### config.mk
export PLATFORM = sky130hd
export DESIGN_NAME = overclock_freq_watchdog_control
export DESIGN_NICKNAME = d
export VERILOG_FILES = /design/src/ocwd_pkg.sv /design/src/overclock_freq_watchdog_control.sv
export SDC_FILE = /design/constraint.sdc
export NUM_CORES = 1
export LEC_CHECK = 0
export BUFFER_PORTS_ARGS = -buffer_cell sky130_fd_sc_hd__buf_2
export CAP_MARGIN = 20
export CORE_MARGIN = 2
export CORE_UTILIZATION = 30
export DETAILED_ROUTE_END_ITERATION = 16
export PLACE_DENSITY = 0.45
export SLEW_MARGIN = 20
export SYNTH_ARGS = -nofsm -noshare
export SYNTH_HDL_FRONTEND = slang
export SYNTH_SLANG_ARGS = --single-unit
### constraint.sdc
create_clock -name clk_sys -period 3.57 [get_ports clk_sys]
set_clock_uncertainty 0.05 [all_clocks]
set_input_delay 0.5355 -clock clk_sys [delete_from_list [all_inputs] [get_ports clk_sys]]
set_output_delay 0.5355 -clock clk_sys [all_outputs]
set_load 0.02 [all_outputs]
### src/ocwd_pkg.sv
// package for the overclock, frequency select and watchdog control block
// assumes a single 250 MHz system clock
package ocwd_pkg;
	localparam int unsigned CLK_MHZ      = 250;
	localparam int unsigned PULSE_MS     = 20;
	localparam int unsigned SCALE_LO_MS  = 250;
	localparam int unsigned SCALE_HI_MS  = 3000;
	localparam int unsigned PULSE_CYC    = PULSE_MS * 1000 * CLK_MHZ;
	localparam int unsigned TICK_CYC     = 1000 * CLK_MHZ; // one ms tick
	localparam logic [2:0]  WD_TIMER_RST = 3'h0;
	localparam logic        WD_SCALE_RST = 1'h1;
	localparam logic        AUTOREC_RST  = 1'h1;
	localparam logic [8:0]  N_RST        = 9'h000;
	localparam logic [6:0]  M_RST        = 7'h00;

	// multifunction pin assignment
	typedef enum logic [1:0] {PIN_LINK, PIN_DOT, PIN_SATA, PIN_PCIE} pin_fn_e;
	// where the cpu frequency comes from
	typedef enum logic [1:0] {SRC_STRAP, SRC_TABLE, SRC_PROG, SRC_DYN} freq_src_e;

	typedef struct packed {
		logic [8:0] n;
		logic [6:0] m;
	} nm_s;

	typedef struct packed {
		logic       wdEnable;
		logic [2:0] wdTimer;
		logic       wdScale;
		logic       wdResetMode;
		logic       wdRecoveryMode;
		logic       wdAutoRecovery;
		logic       alarmClear;  // one-cycle strobe
		logic       timerWrite;  // one-cycle strobe on timer or scale write
	} wd_ctrl_s;
endpackage : ocwd_pkg

### src/overclock_freq_watchdog_control.sv
// overclock frequency selection, smooth switch routing and watchdog
// assumes register fields arrive from the serial register port on clk_sys
`timescale 1ns/1ps
module overclock_freq_watchdog_control
	import ocwd_pkg::*;
#(
	parameter int unsigned PULSE_CYCLES = PULSE_CYC,
	parameter int unsigned TICK_CYCLES  = TICK_CYC
)(
	input  wire logic       clk_sys,
	input  wire logic       rst,
	input  wire logic [1:0] platformStrap,
	input  wire logic [4:0] freqStrapPins,
	input  wire logic       system_reset_strap,
	input  wire logic       power_good_in_n,
	input  wire logic [1:0] dynamic_freq_pins,
	input  wire logic       dynamic_freq_enable,
	input  wire logic [8:0] dynamic_n_set_one,
	input  wire logic [8:0] dynamic_n_set_two,
	input  wire logic [8:0] dynamic_n_set_three,
	input  wire logic       cpu_prog_freq_enable,
	input  wire nm_s        cpuProg,
	input  wire logic       src_prog_freq_enable,
	input  wire logic [8:0] src_prog_n_value,
	input  wire logic [3:0] soft_table_select,
	input  wire logic       strap_override,
	input  wire logic       smoothManual,
	input  wire logic       smoothToSrc,
	input  wire logic [8:0] recoveryNWrite,
	input  wire logic       recoveryNWe,
	input  wire wd_ctrl_s   wdCtrl,
	output pin_fn_e         linkDotSataFn,
	output pin_fn_e         sataPcieFn,
	output logic [4:0]      latched_strap_select,
	output logic [3:0]      cpuTableIndex,
	output freq_src_e       cpuFreqSource,
	output nm_s             cpuNm,
	output logic            srcProgActive,
	output logic [8:0]      srcN,
	output logic            smoothOnSrc,
	output logic [8:0]      watchdog_recovery_n_value,
	output logic            watchdogAlarm,
	output logic            system_reset_out_n,
	output logic            system_reset_out_oe_n
);
	typedef enum logic [1:0] {WD_IDLE, WD_COUNT, WD_PULSE, WD_DONE} wd_e;

	// input synchronisers for pins
	logic [1:0] dfMeta, dfSync, selMeta, selSync;
	logic [4:0] fsMeta, fsSync;
	logic       pgMeta, pgSync, srMeta, srSync;
	always_ff @(posedge clk_sys) begin
		dfMeta  <= dynamic_freq_pins;
		dfSync  <= dfMeta;
		selMeta <= platformStrap;
		selSync <= selMeta;
		fsMeta  <= freqStrapPins;
		fsSync  <= fsMeta;
		pgMeta  <= power_good_in_n;
		pgSync  <= pgMeta;
		srMeta  <= system_reset_strap;
		srSync  <= srMeta;
	end

	// boot strap capture on first power-good assertion
	logic bootDone_reg, resetOutEn_reg;
	logic [4:0] strapFs_reg;
	logic [1:0] strapSel_reg;
	always_ff @(posedge clk_sys) begin
		if (rst) begin
			bootDone_reg   <= 1'b0;
			resetOutEn_reg <= 1'b0;
			strapFs_reg    <= 5'h00;
			strapSel_reg   <= 2'h0;
		end else if (!bootDone_reg && !pgSync) begin
			bootDone_reg   <= 1'b1;
			resetOutEn_reg <= !srSync;
			strapFs_reg    <= fsSync;
			strapSel_reg   <= selSync;
		end
	end
	assign latched_strap_select = strapFs_reg;

	// multifunction pin map
	assign linkDotSataFn = (strapSel_reg == 2'h1) ? PIN_DOT :
		(strapSel_reg == 2'h3) ? PIN_SATA : PIN_LINK;
	assign sataPcieFn = strapSel_reg[1] ? PIN_PCIE : PIN_SATA;

	// watchdog control edges
	logic wdEnPrev_reg;
	wire  enRise = wdCtrl.wdEnable && !wdEnPrev_reg;

	// recovery registers
	logic [6:0] recM_reg;
	logic [8:0] recN_reg;
	logic       fromTable_reg; // set when soft select was active at arming
	logic       restore; // expiry pulse that reloads frequency
	logic       restoreActive_reg;
	nm_s        restoreNm_reg;
	freq_src_e  restoreSrc_reg;
	always_ff @(posedge clk_sys) begin
		if (rst) begin
			recM_reg      <= M_RST;
			recN_reg      <= N_RST;
			fromTable_reg <= 1'b0;
		end else begin
			if (enRise) begin
				recM_reg      <= cpuNm.m;
				fromTable_reg <= strap_override;
			end
			if (enRise && wdCtrl.wdAutoRecovery)
				recN_reg <= cpuNm.n;
			else if (recoveryNWe && !wdCtrl.wdAutoRecovery)
				recN_reg <= recoveryNWrite;
		end
	end
	assign watchdog_recovery_n_value = recN_reg;

	// restore latch, cleared on a watchdog enable rise or while software has every source control off
	wire srcTouched = cpu_prog_freq_enable == 1'b0 && strap_override == 1'b0
		&& dynamic_freq_enable == 1'b0;
	always_ff @(posedge clk_sys) begin
		if (rst) begin
			restoreActive_reg <= 1'b0;
			restoreNm_reg     <= '0;
			restoreSrc_reg    <= SRC_STRAP;
		end else if (restore) begin
			restoreActive_reg <= 1'b1;
			if (fromTable_reg || !wdCtrl.wdRecoveryMode) begin
				restoreSrc_reg <= SRC_STRAP;
			end else begin
				restoreSrc_reg <= SRC_PROG;
				restoreNm_reg  <= '{n: recN_reg, m: recM_reg};
			end
		end else if (enRise || srcTouched) begin
			restoreActive_reg <= 1'b0;
		end
	end

	// cpu frequency source selection
	wire [8:0] dynN = (dfSync == 2'h1) ? dynamic_n_set_one :
		(dfSync == 2'h2) ? dynamic_n_set_two : dynamic_n_set_three;
	wire dynActive = dynamic_freq_enable && (dfSync != 2'h0);
	assign cpuTableIndex = strap_override ? soft_table_select
		: {1'b0, strapFs_reg[2:0]};
	always_comb begin
		cpuFreqSource = strap_override ? SRC_TABLE : SRC_STRAP;
		cpuNm = cpuProg;
		if (restoreActive_reg) begin
			cpuFreqSource = restoreSrc_reg;
			cpuNm = restoreNm_reg;
		end else if (dynActive) begin
			cpuFreqSource = SRC_DYN;
			cpuNm.n = dynN;
		end else if (cpu_prog_freq_enable) begin
			cpuFreqSource = SRC_PROG;
		end
	end
	// src pll: only N, M fixed by gear; no recovery
	assign srcProgActive = src_prog_freq_enable;
	assign srcN = src_prog_n_value;

	// smooth switch follows the PLL being overclocked, or smoothToSrc while smoothManual is set
	wire cpuOc = cpuFreqSource != SRC_STRAP;
	assign smoothOnSrc = smoothManual ? smoothToSrc
		: (src_prog_freq_enable && !cpuOc);

	// watchdog: ms tick and counters
	wd_e         wdState_reg, wdState_next;
	logic [31:0] tickCnt_reg, msLeft_reg, pulseCnt_reg;
	logic        alarm_reg;
	wire         tick = tickCnt_reg == TICK_CYCLES - 1;
	wire [31:0]  scaleMs = wdCtrl.wdScale ? SCALE_HI_MS : SCALE_LO_MS;
	wire [31:0]  loadMs = 32'(wdCtrl.wdTimer) * scaleMs;
	wire         reload = enRise || (wdCtrl.timerWrite && wdCtrl.wdEnable);
	// expiry only while enabled; a reload in the same cycle wins
	wire         expire = wdState_reg == WD_COUNT && wdCtrl.wdEnable
		&& !reload && tick && msLeft_reg <= 1;
	assign restore = expire && !wdCtrl.wdResetMode;

	always_comb begin
		wdState_next = wdState_reg;
		unique case (wdState_reg)
			WD_IDLE:  if (reload) wdState_next = WD_COUNT;
			WD_COUNT: if (!wdCtrl.wdEnable) wdState_next = WD_IDLE;
				else if (reload) wdState_next = WD_COUNT;
				else if (expire) wdState_next = WD_PULSE;
			WD_PULSE: if (pulseCnt_reg == PULSE_CYCLES - 1)
					wdState_next = WD_DONE;
			WD_DONE:  if (reload) wdState_next = WD_COUNT;
		endcase
	end

	always_ff @(posedge clk_sys) begin
		if (rst) begin
			wdState_reg  <= WD_IDLE;
			wdEnPrev_reg <= 1'b0;
			tickCnt_reg  <= '0;
			msLeft_reg   <= '0;
			pulseCnt_reg <= '0;
		end else begin
			wdState_reg  <= wdState_next;
			wdEnPrev_reg <= wdCtrl.wdEnable;
			tickCnt_reg  <= (tick || reload) ? '0 : tickCnt_reg + 1;
			if (reload)
				msLeft_reg <= loadMs;
			else if (tick && msLeft_reg != 0)
				msLeft_reg <= msLeft_reg - 1;
			pulseCnt_reg <= (wdState_reg == WD_PULSE)
				? pulseCnt_reg + 1 : '0;
		end
	end

	// alarm flag: expiry wins over a clear
	always_ff @(posedge clk_sys) begin
		if (rst)
			alarm_reg <= 1'b0;
		else if (expire)
			alarm_reg <= 1'b1;
		else if (wdCtrl.alarmClear)
			alarm_reg <= 1'b0;
	end
	assign watchdogAlarm = alarm_reg;

	// open-drain style reset output, low only while pulsing
	logic resetOut_reg;
	always_ff @(posedge clk_sys) begin
		if (rst)
			resetOut_reg <= 1'b0;
		else
			resetOut_reg <= wdState_next == WD_PULSE && resetOutEn_reg;
	end
	assign system_reset_out_n    = !resetOut_reg;
	assign system_reset_out_oe_n = !resetOut_reg;
endmodule : overclock_freq_watchdog_control

# After elaboration in Yosys (flattened, before gate mapping)
# Cells that the tools add are included.
# op_classes
addsub	3
n_mul	1
order_cmp	1
eq_ne	10
mux	30
n_bitwise	5
n_reduce_logical	42
# op_table
operator	n
$add 32x1->32 const B	2
$mux 32	2
$mux 9	6
$eq 32x18->1 const B	1
$eq 32x23->1 const B	1
$le 32x1->1 const B	1
$reduce_bool 32->1	1
$sub 32x1->32 const B	1
$mux 2	11
$logic_and 1x1->1	16
$mul 3x12->15	1
$mux 12	1
$reduce_bool 2->1	6
$eq 2x2->1 const B	5
$logic_not 1->1	10
$mux 1	7
$mux 7	1
$eq 2x1->1 const B	3
$pmux 2 s3	1
$reduce_or 2->1	3
$not 1->1	5
$logic_or 1x1->1	4
$mux 4	1
$logic_not 2->1	1
$reduce_and 2->1	1
# word_totals
reg_bits	168
elab_cells	120

# Logic depth before layout (Yosys ltp)
# Gate-level depths: netlist of the first run.
# depth
depth_word	13
mapped_depth	10

# Least setup slack after synthesis of the first run
# OpenSTA, ideal clock, no wires.
# synth_timing
kind	register to register
startpoint	register msLeft_reg[8]
endpoint	register restoreNm_reg[10] (netlist name)
arrival_time_ns	2.826
required_time_ns	3.392
path_slack_ns	0.566
path_stages_with_launch	10
path_buffers	3
path_cell_list	dfxtp_1 or4_1 buf_2 or4_1 buf_2 or3_4 nor4_4 buf_6 mux2i_1 nor2_1
# synth_between
elab_chain_cells	4
# synth_rtl
item	line_no	rtl
start: declaration	overclock_freq_watchdog_control.sv:170	logic [31:0] tickCnt_reg, msLeft_reg, pulseCnt_reg;
start signal: assignment	overclock_freq_watchdog_control.sv:206	msLeft_reg <= loadMs;
start signal: assignment	overclock_freq_watchdog_control.sv:208	msLeft_reg <= msLeft_reg - 1;
$le 32x1->1	overclock_freq_watchdog_control.sv:178	&& !reload && tick && msLeft_reg <= 1;
$logic_and 1x1->1	overclock_freq_watchdog_control.sv:178	
$logic_and 1x1->1	overclock_freq_watchdog_control.sv:179	assign restore = expire && !wdCtrl.wdResetMode;
$reduce_and 2->1 (no line)	-	
end signal: assignment	overclock_freq_watchdog_control.sv:133	restoreNm_reg <= '{n: recN_reg, m: recM_reg};
end: declaration	overclock_freq_watchdog_control.sv:99	nm_s restoreNm_reg;
# No other way between the ends.
# A chain may end at the register's enable or synchronous reset.

# Worst setup path in the final report of the first run
# layout_timing
startpoint	register msLeft_reg[8]
endpoint	register restoreSrc_reg[1]
# layout_between
elab_chain_cells	3
# layout_rtl
item	line_no	rtl
$le 32x1->1	overclock_freq_watchdog_control.sv:178	
$logic_and 1x1->1	overclock_freq_watchdog_control.sv:178	
$logic_and 1x1->1	overclock_freq_watchdog_control.sv:179	
end signal: assignment	overclock_freq_watchdog_control.sv:126	restoreSrc_reg <= SRC_STRAP;
end signal: assignment	overclock_freq_watchdog_control.sv:130	restoreSrc_reg <= SRC_STRAP;
end signal: assignment	overclock_freq_watchdog_control.sv:132	restoreSrc_reg <= SRC_PROG;
end: declaration	overclock_freq_watchdog_control.sv:100	freq_src_e restoreSrc_reg;
# No other way between the ends.

==> summary.md, run 1 <==
The run finished with clean final reports. Among all flip-flop cells after synthesis, the most frequent one is sky130_fd_sc_hd__dfxtp_1. The wire length per cell came out at 15.1 um.

The cell area power density works out to 459 nW/um2. Once detail routing completed, the nets flagged for antenna violations numbered 0. The clock-pin slew on the worst setup and hold paths is 80 ps. The number of nets handed over by synthesis was 1082. Summing all multi-input logic gate instances after layout gives 4550 um2. The final count of pins violating max slew is 0. The number of fillers in the final layout is 2818. Timing would allow up to 318 MHz.

The remaining max-slew budget at the tightest pin is 0.511, and the maximum fanout encountered on the critical timing path is 7. The first routing iteration left 467 violations. Data on the critical path is required at its endpoint by 3880 ps. The run gives 0.151 as the total routing usage reported by global routing.

The pin slew with the least headroom to its limit is 728 ps. The total power of the final layout was 4.50 mW; the clock latency on the worst-skew pair was 430 ps. The first global-routing pass estimated 34800 um of wire. The die covers 28800 um2.

On the critical path, the stage with the largest delay is an instance of sky130_fd_sc_hd__or4_1. The post-synthesis register bit count was 167; the die height was 170 um. The number of antenna diodes in the final layout is 0.

The post-synthesis cell type count is 62, and the buffers plus inverters on the worst setup path is 1. At the end of the flow, the number of nets in the layout was 1195. For this run, the slowest stage of the critical path takes 680 ps.

TritonCTS built the clock tree. The initialized floorplan defines 60 standard-cell rows. The post-synthesis instance total was 961; the placeable core region was 27000 um2. The tools report the number of global-route vias before repair as 6700. Initial antenna violation count: 0.

Number of placed cells counting well taps: 1396. The final core area utilization is 0.364, and the total of cells resized after clock tree synthesis is 0. The congestion estimate from routability-driven global placement came to 0.786.

The tools report the kind of launch point of the worst setup path as a flop. The logs give 0 for the number of max-cap violations and 413 ps for the worst setup slack before clock tree synthesis. The total overflow left after global routing is 0. The number of hold violations in the final report came out at 0. The half-perimeter wire length after placement was 15500 um. The critical path goes through or4_1 > or4_1 > nor3_2 > nand4_1 > buf_4 > or4b_1 > a21oi_1. The share of the clock period used by the worst path works out to 0.880. The initial standard-cell utilization of the core was 0.306.

The pre-antenna-repair detailed-routing pass consisted of 5 iterations. During synthesis, Yosys emitted a total of 0 warnings. The analysis attributes to cell leakage a power of 3.66 nW.

The post-synthesis to final-layout area growth came out at 18.8%. The pin count of the biggest net entering global routing was 44. Hold is met by 148 ps.

The chip width was 170 um; the number of setup violations in the final report was 0. For this block, the routed nets add up to 21600 um of wire. Subtracting the final worst setup slack from the clock period gives 3140 ps.

Dividing the detail-routed via count by the number of cells gives 4.99. The run gives 167 as the number of sinks driven by the clock tree. The longest clock path from root to sink contains 2 buffers. For the number of buffers inserted by hold repair at cts, the log shows 0. The number of flops mapped to enable cells by yosys is 0. Total non-filler cell area in the finished layout: 9800 um2. The worst setup path is captured at a flop. In this run, CTS created clock tree buffers numbering 17. In this run the tool buffered the top-level ports with 129 buffer cells.

The sum of negative setup slack was 0 ps; the storage element area was 3340 um2. After clock tree synthesis, the setup repair step added 0 buffers. The remaining routing DRC violations is 0. The run gives 8250 um2 as the post-synthesis cell area. The kind of cell with the highest combined delay on the critical path was simple AND/OR/NAND/NOR gates. In the post-route analysis, the smallest setup slack over all paths is 428 ps. For the worst setup path, the data arrival time is 3450 ps. The placed instance area came out at 9210 um2.

The category of the most critical setup path is flop to flop. The worst hold path class is input pin to flop. For the share of synthesized area occupied by flip-flops and latches, the log shows 0.405.

The number of H-tree levels was 4. The number of standard cells in the layout, taps in and fillers out was 1428; the fraction of final layout cells sized beyond drive strength 1 was 0.191. The most frequent cell on the critical path was sky130_fd_sc_hd__or4_1.

Averaged over all synthesized cells, the footprint is 8.58 um2. The worst ir drop on vdd came out at 273 uV. Setup repair after global routing left no endpoint under its margin. The clock root buffer was sky130_fd_sc_hd__clkbuf_16. The async set-or-reset flop fraction in the synthesized netlist is 0, and the number of ports placed on the die boundary is 149. For this block, the via count after detailed routing is 7120.
## final cells by class
cell class / count / share of cell area
clock buffers: 18 / 0.0448
clock inverters: 14 / 0.0154
inverters: 26 / 0.00996
multi-input cells: 713 / 0.464
flip-flops and latches: 167 / 0.341
well taps: 341 / 0.0435
repair buffers: 149 / 0.0812
## placed cells by master (no fill, tap or decap), drive strengths merged, types with 10 or more instances in the layout
master | synthesis | layout
mux2 | 19 | 19
xor2 | 20 | 20
clkbuf | 37 | 18
nand4 | 18 | 18
nor2 | 138 | 138
a22oi | 10 | 10
buf | 18 | 149
nand2 | 77 | 77
or3 | 27 | 27
inv | 26 | 34
or4 | 12 | 12
dfxtp | 167 | 167
a22o | 10 | 10
xnor2 | 46 | 46
a311oi | 10 | 10
mux2i | 25 | 25
a21oi | 43 | 43
ha | 20 | 20
nor4 | 23 | 23
o21ai | 36 | 36
nand3 | 31 | 31
and3 | 11 | 11
nor3 | 31 | 31
## worst paths after layout
path                                    from                        endpoint  slack (ps)  depth (start not counted)
hold reg to reg               srMeta$_DFF_P_                  srSync$_DFF_P_         280                          0
setup reg to reg  msLeft_reg[8]$_SDFFE_PP0P_  restoreSrc_reg[1]$_SDFFE_PP0P_         430                          7
hold / removal               power_good_in_n                  pgMeta$_DFF_P_         150                          1
setup / recovery  msLeft_reg[8]$_SDFFE_PP0P_  restoreSrc_reg[1]$_SDFFE_PP0P_         430                          7
## report_power, final
group          internal [mW]  switching [mW]  leakage (nW)
combinational          0.274           0.418          2.01
sequential              1.92          0.0503          1.36
clock                  0.955           0.877         0.287
total                   3.15            1.35          3.66
## cell families (layout without fill, tap and decap cells)
group | after synthesis | after routing | share of synthesized area
compound gates | 156 | 156 | 0.122
fa+ha+maj | 26 | 26 | 0.0449
xor+xnor | 66 | 66 | 0.0701
other cells | 1 | 1 | 0.000455
simple gates | 420 | 420 | 0.257
flops | 167 | 167 | 0.405
buf+inv | 81 | 207 | 0.0440
mux | 44 | 44 | 0.0563
## per-layer routing
| layer | share of wire | GRT usage |
|---|---|---|
| met2 | 0.46 | 0.231 |
| met3 | 0.023 | 0.0286 |
| met1 | 0.51 | 0.215 |
| met5 | 0 | 0 |
| met4 | 0.011 | 0.0424 |
## Yosys cell counts (10+ instances only)
cell | number | area (um2)
sky130_fd_sc_hd__inv_1 | 26 | 97.6
sky130_fd_sc_hd__o21ai_0 | 36 | 180
sky130_fd_sc_hd__nand4_1 | 18 | 113
sky130_fd_sc_hd__mux2i_1 | 25 | 250
sky130_fd_sc_hd__nor2_1 | 138 | 518
sky130_fd_sc_hd__a22o_1 | 10 | 87.6
sky130_fd_sc_hd__or4_1 | 12 | 90.1
sky130_fd_sc_hd__nand2_1 | 77 | 289
sky130_fd_sc_hd__a311oi_1 | 10 | 87.6
sky130_fd_sc_hd__nand3_1 | 31 | 155
sky130_fd_sc_hd__nor4_1 | 21 | 131
sky130_fd_sc_hd__mux2_2 | 19 | 214
sky130_fd_sc_hd__clkbuf_1 | 37 | 139
sky130_fd_sc_hd__and3_1 | 11 | 68.8
sky130_fd_sc_hd__dfxtp_1 | 167 | 3340
sky130_fd_sc_hd__nor3_1 | 30 | 150
sky130_fd_sc_hd__a21oi_1 | 43 | 215
sky130_fd_sc_hd__or3_1 | 26 | 163
sky130_fd_sc_hd__a22oi_1 | 10 | 75.1
sky130_fd_sc_hd__ha_1 | 20 | 250
sky130_fd_sc_hd__xnor2_1 | 46 | 403
sky130_fd_sc_hd__buf_4 | 13 | 97.6
sky130_fd_sc_hd__xor2_1 | 20 | 175
Note: power is estimated with default switching activity, not from simulation.
==> run 2: changes to the inputs <==
clock period = 3 ns   (was 3.57 ns; I/O delays follow)
==> run 2 against run 1 <==
  * Sequential share of layout area down 0.45 points
  * Via count rose by 0.18%
  * Cell count increased by 0.98%
  * Sequential power is 19% higher
  * Count of clock-buffer cells in the layout down 1
  * Register-to-register slack got worse by 190 ps
  * Critical endpoint is now restoreNm_reg[10]$_SDFFE_PP0P_
==> summary.md, run 2 (synthesis gave the netlist of run 1 again) <==
The floorplan has 60 rows. The half-perimeter wire length after placement was 15900 um; the worst slack on hold paths was 63.3 ps. Once detail routing completed, the nets flagged for antenna violations numbered 0.

The clock root buffer is sky130_fd_sc_hd__clkbuf_16. Fraction of final layout cells sized beyond drive strength 1: 0.200. The run gives 236 ps as the final setup slack of the worst path.

The initial antenna violation count is 0, and the post-route minimum period is 2760 ps. The run finished with clean final reports. Input and output buffers added on the ports amount to 129. At the end of the flow, the number of nets in the layout was 1208. Global routing finished with a remaining overflow of 0. Based on the critical path, the design can be clocked at up to 362 MHz. The number of hold violations in the final report is 0.

The detailed-router iteration count before antenna repair is 6. At the end of routability-driven placement, the weighted congestion stood at 0.840. STA classifies the critical path endpoint as a flop.

Clock tree synthesis inserted a total of 17 buffers. Number of global-route vias before repair: 6822. The library cell used most frequently in the layout, excluding fill and tap cells, is sky130_fd_sc_hd__dfxtp_1. The tree built by TritonCTS fans out to 167 sinks.

The clock reaches the later pin of the worst-skew pair after 440 ps. The floorplan step defined a core boundary enclosing 27000 um2. The remaining max-slew budget at the tightest pin was 0.586.

The die height is 170 um. The relative contribution of the clock network to total power was 0.411; the die footprint was 28800 um2. Leaving out fill and tap cells, the most frequent cells in the layout are 167 x sky130_fd_sc_hd__dfxtp_1, 138 x sky130_fd_sc_hd__nor2_1, 129 x sky130_fd_sc_hd__buf_2, 77 x sky130_fd_sc_hd__nand2_1, 46 x sky130_fd_sc_hd__xnor2_1.

The tools report the total routing usage reported by global routing as 0.152. Clock-pin slew on the worst setup and hold paths: 70 ps. The wire length of the first global-routing pass is 35400 um, and the worst setup slack before clock tree synthesis is 6.18 ps.

After clock tree synthesis, the repair step resized 0 gates. The cell area power density was 549 nW/um2; the pin slew with the least headroom to its limit was 620 ps. For this design the static power due to leakage is 3.73 nW.

For this run, design rule violations remaining after detail routing come to 0. The number of buffers on the longest clock path is 2. TritonCTS built the clock tree. The tools report the number of buffers added for setup after CTS as 0. The critical path data arrival time is 3020 ps, and the number of buffers inserted by hold repair at cts is 0.

The worst endpoint required time was 3260 ps; the vias after detailed routing was 7133. For this design the top-level I/O count stands at 149. For the pin count of the biggest net entering global routing, the log shows 41. The sequential power share is 0.431. After detailed routing, the number of vias per cell comes to 4.95.

The initial standard-cell utilization of the core came out at 0.306. The switching power as a share of total power is 0.296. For the total power of the final layout, the log shows 5.45 mW.

In this run the horizontal extent of the chip is 170 um. In this run the worst hold path is classified as input pin to flop. Final count of pins violating max slew: 0.

The logs give 0 for the number of setup violations in the final report and 1.61 mW for the net switching power. Compared with the post-synthesis result, the final layout area differs by 20.4%. STA classifies the critical path startpoint as a flop. The maximum fanout encountered on the critical timing path is 16. Setup repair after global routing left no endpoint under its margin. The run gives 0 as the number of max-cap violations. The number of H-tree levels was 4. The wire length per cell was 15.1 um.

The internal portion of the total power is 3.84 mW. The final layout contains routed wiring with a total length of 21800 um. The worst-case IR drop observed on VDD is 370 uV. In the final timing run, aggregate negative setup slack is 0 ps. The worst setup path is of the flop to flop kind. The DRC marker count from the first detailed-route iteration was 386.

Share of the clock period used by the worst path: 0.921. The part of the power in combinational logic is 0.158.
run 2: power groups by stage:
stage / sequential (mW) / combinational [mW] / clock, mW
after detailed placement: 2.40 / 0.862 / 0
after CTS: 2.35 / 0.867 / 2.31
after floorplan: 2.39 / 0.562 / 0
after global routing: 2.36 / 0.954 / 2.41
final: 2.35 / 0.864 / 2.24
after global placement: 2.40 / 0.863 / 0
run 2: final timing paths:
check / from / endpoint / cells past startpoint / slack, ps
setup / recovery: msLeft_reg[24]$_SDFFE_PP0P_ / restoreNm_reg[10]$_SDFFE_PP0P_ / 7 / 240
hold / removal: platformStrap[1] / selMeta[1]$_DFF_P_ / 1 / 60
setup reg to reg: msLeft_reg[24]$_SDFFE_PP0P_ / restoreNm_reg[10]$_SDFFE_PP0P_ / 7 / 240
hold reg to reg: dfMeta[0]$_DFF_P_ / dfSync[0]$_DFF_P_ / 0 / 280
run 2: layout make-up:
type,count,area (um2)
Multi-Input combinational cell,713,4540
Antenna cell,1,2.50
Clock inverter,15,178
Fill cell,2810,17000
Sequential cell,167,3340
Timing Repair Buffer,162,918
Inverter,26,97.6
Clock buffer,17,425
Tap cell,341,427
run 2: through the flow:
| step | area (um2) | utilization | cells |
|---|---|---|---|
| 2_1_floorplan | 8250 | - | 961 |
| 3_3_place_gp | 9330 | 0.346 | 1409 |
| 6_report | 9930 | 0.369 | 1442 |
| 3_5_place_dp | 9330 | 0.346 | 1409 |
| 5_1_grt | 9930 | 0.368 | 1441 |
| 4_1_cts | 9930 | 0.368 | 1441 |
run 2: metal layers:
layer  track usage  up-vias  wire [um]  share of wire
li1              -     3659          -              -
met1         0.214     3382      11000           0.51
met2         0.236       77       9910           0.45
met3        0.0295       15        561          0.026
met4        0.0435        0        267          0.012
met5             0        -          0              0
run 2: critical path, cell delays in order (launching register included):
cell                      delay (ps)
sky130_fd_sc_hd__dfxtp_1         350
sky130_fd_sc_hd__or4_1           590
sky130_fd_sc_hd__or3_1           390
sky130_fd_sc_hd__or3_1           420
sky130_fd_sc_hd__nor4_4          340
sky130_fd_sc_hd__buf_12          220
sky130_fd_sc_hd__mux2i_1         200
sky130_fd_sc_hd__nor2_1           50
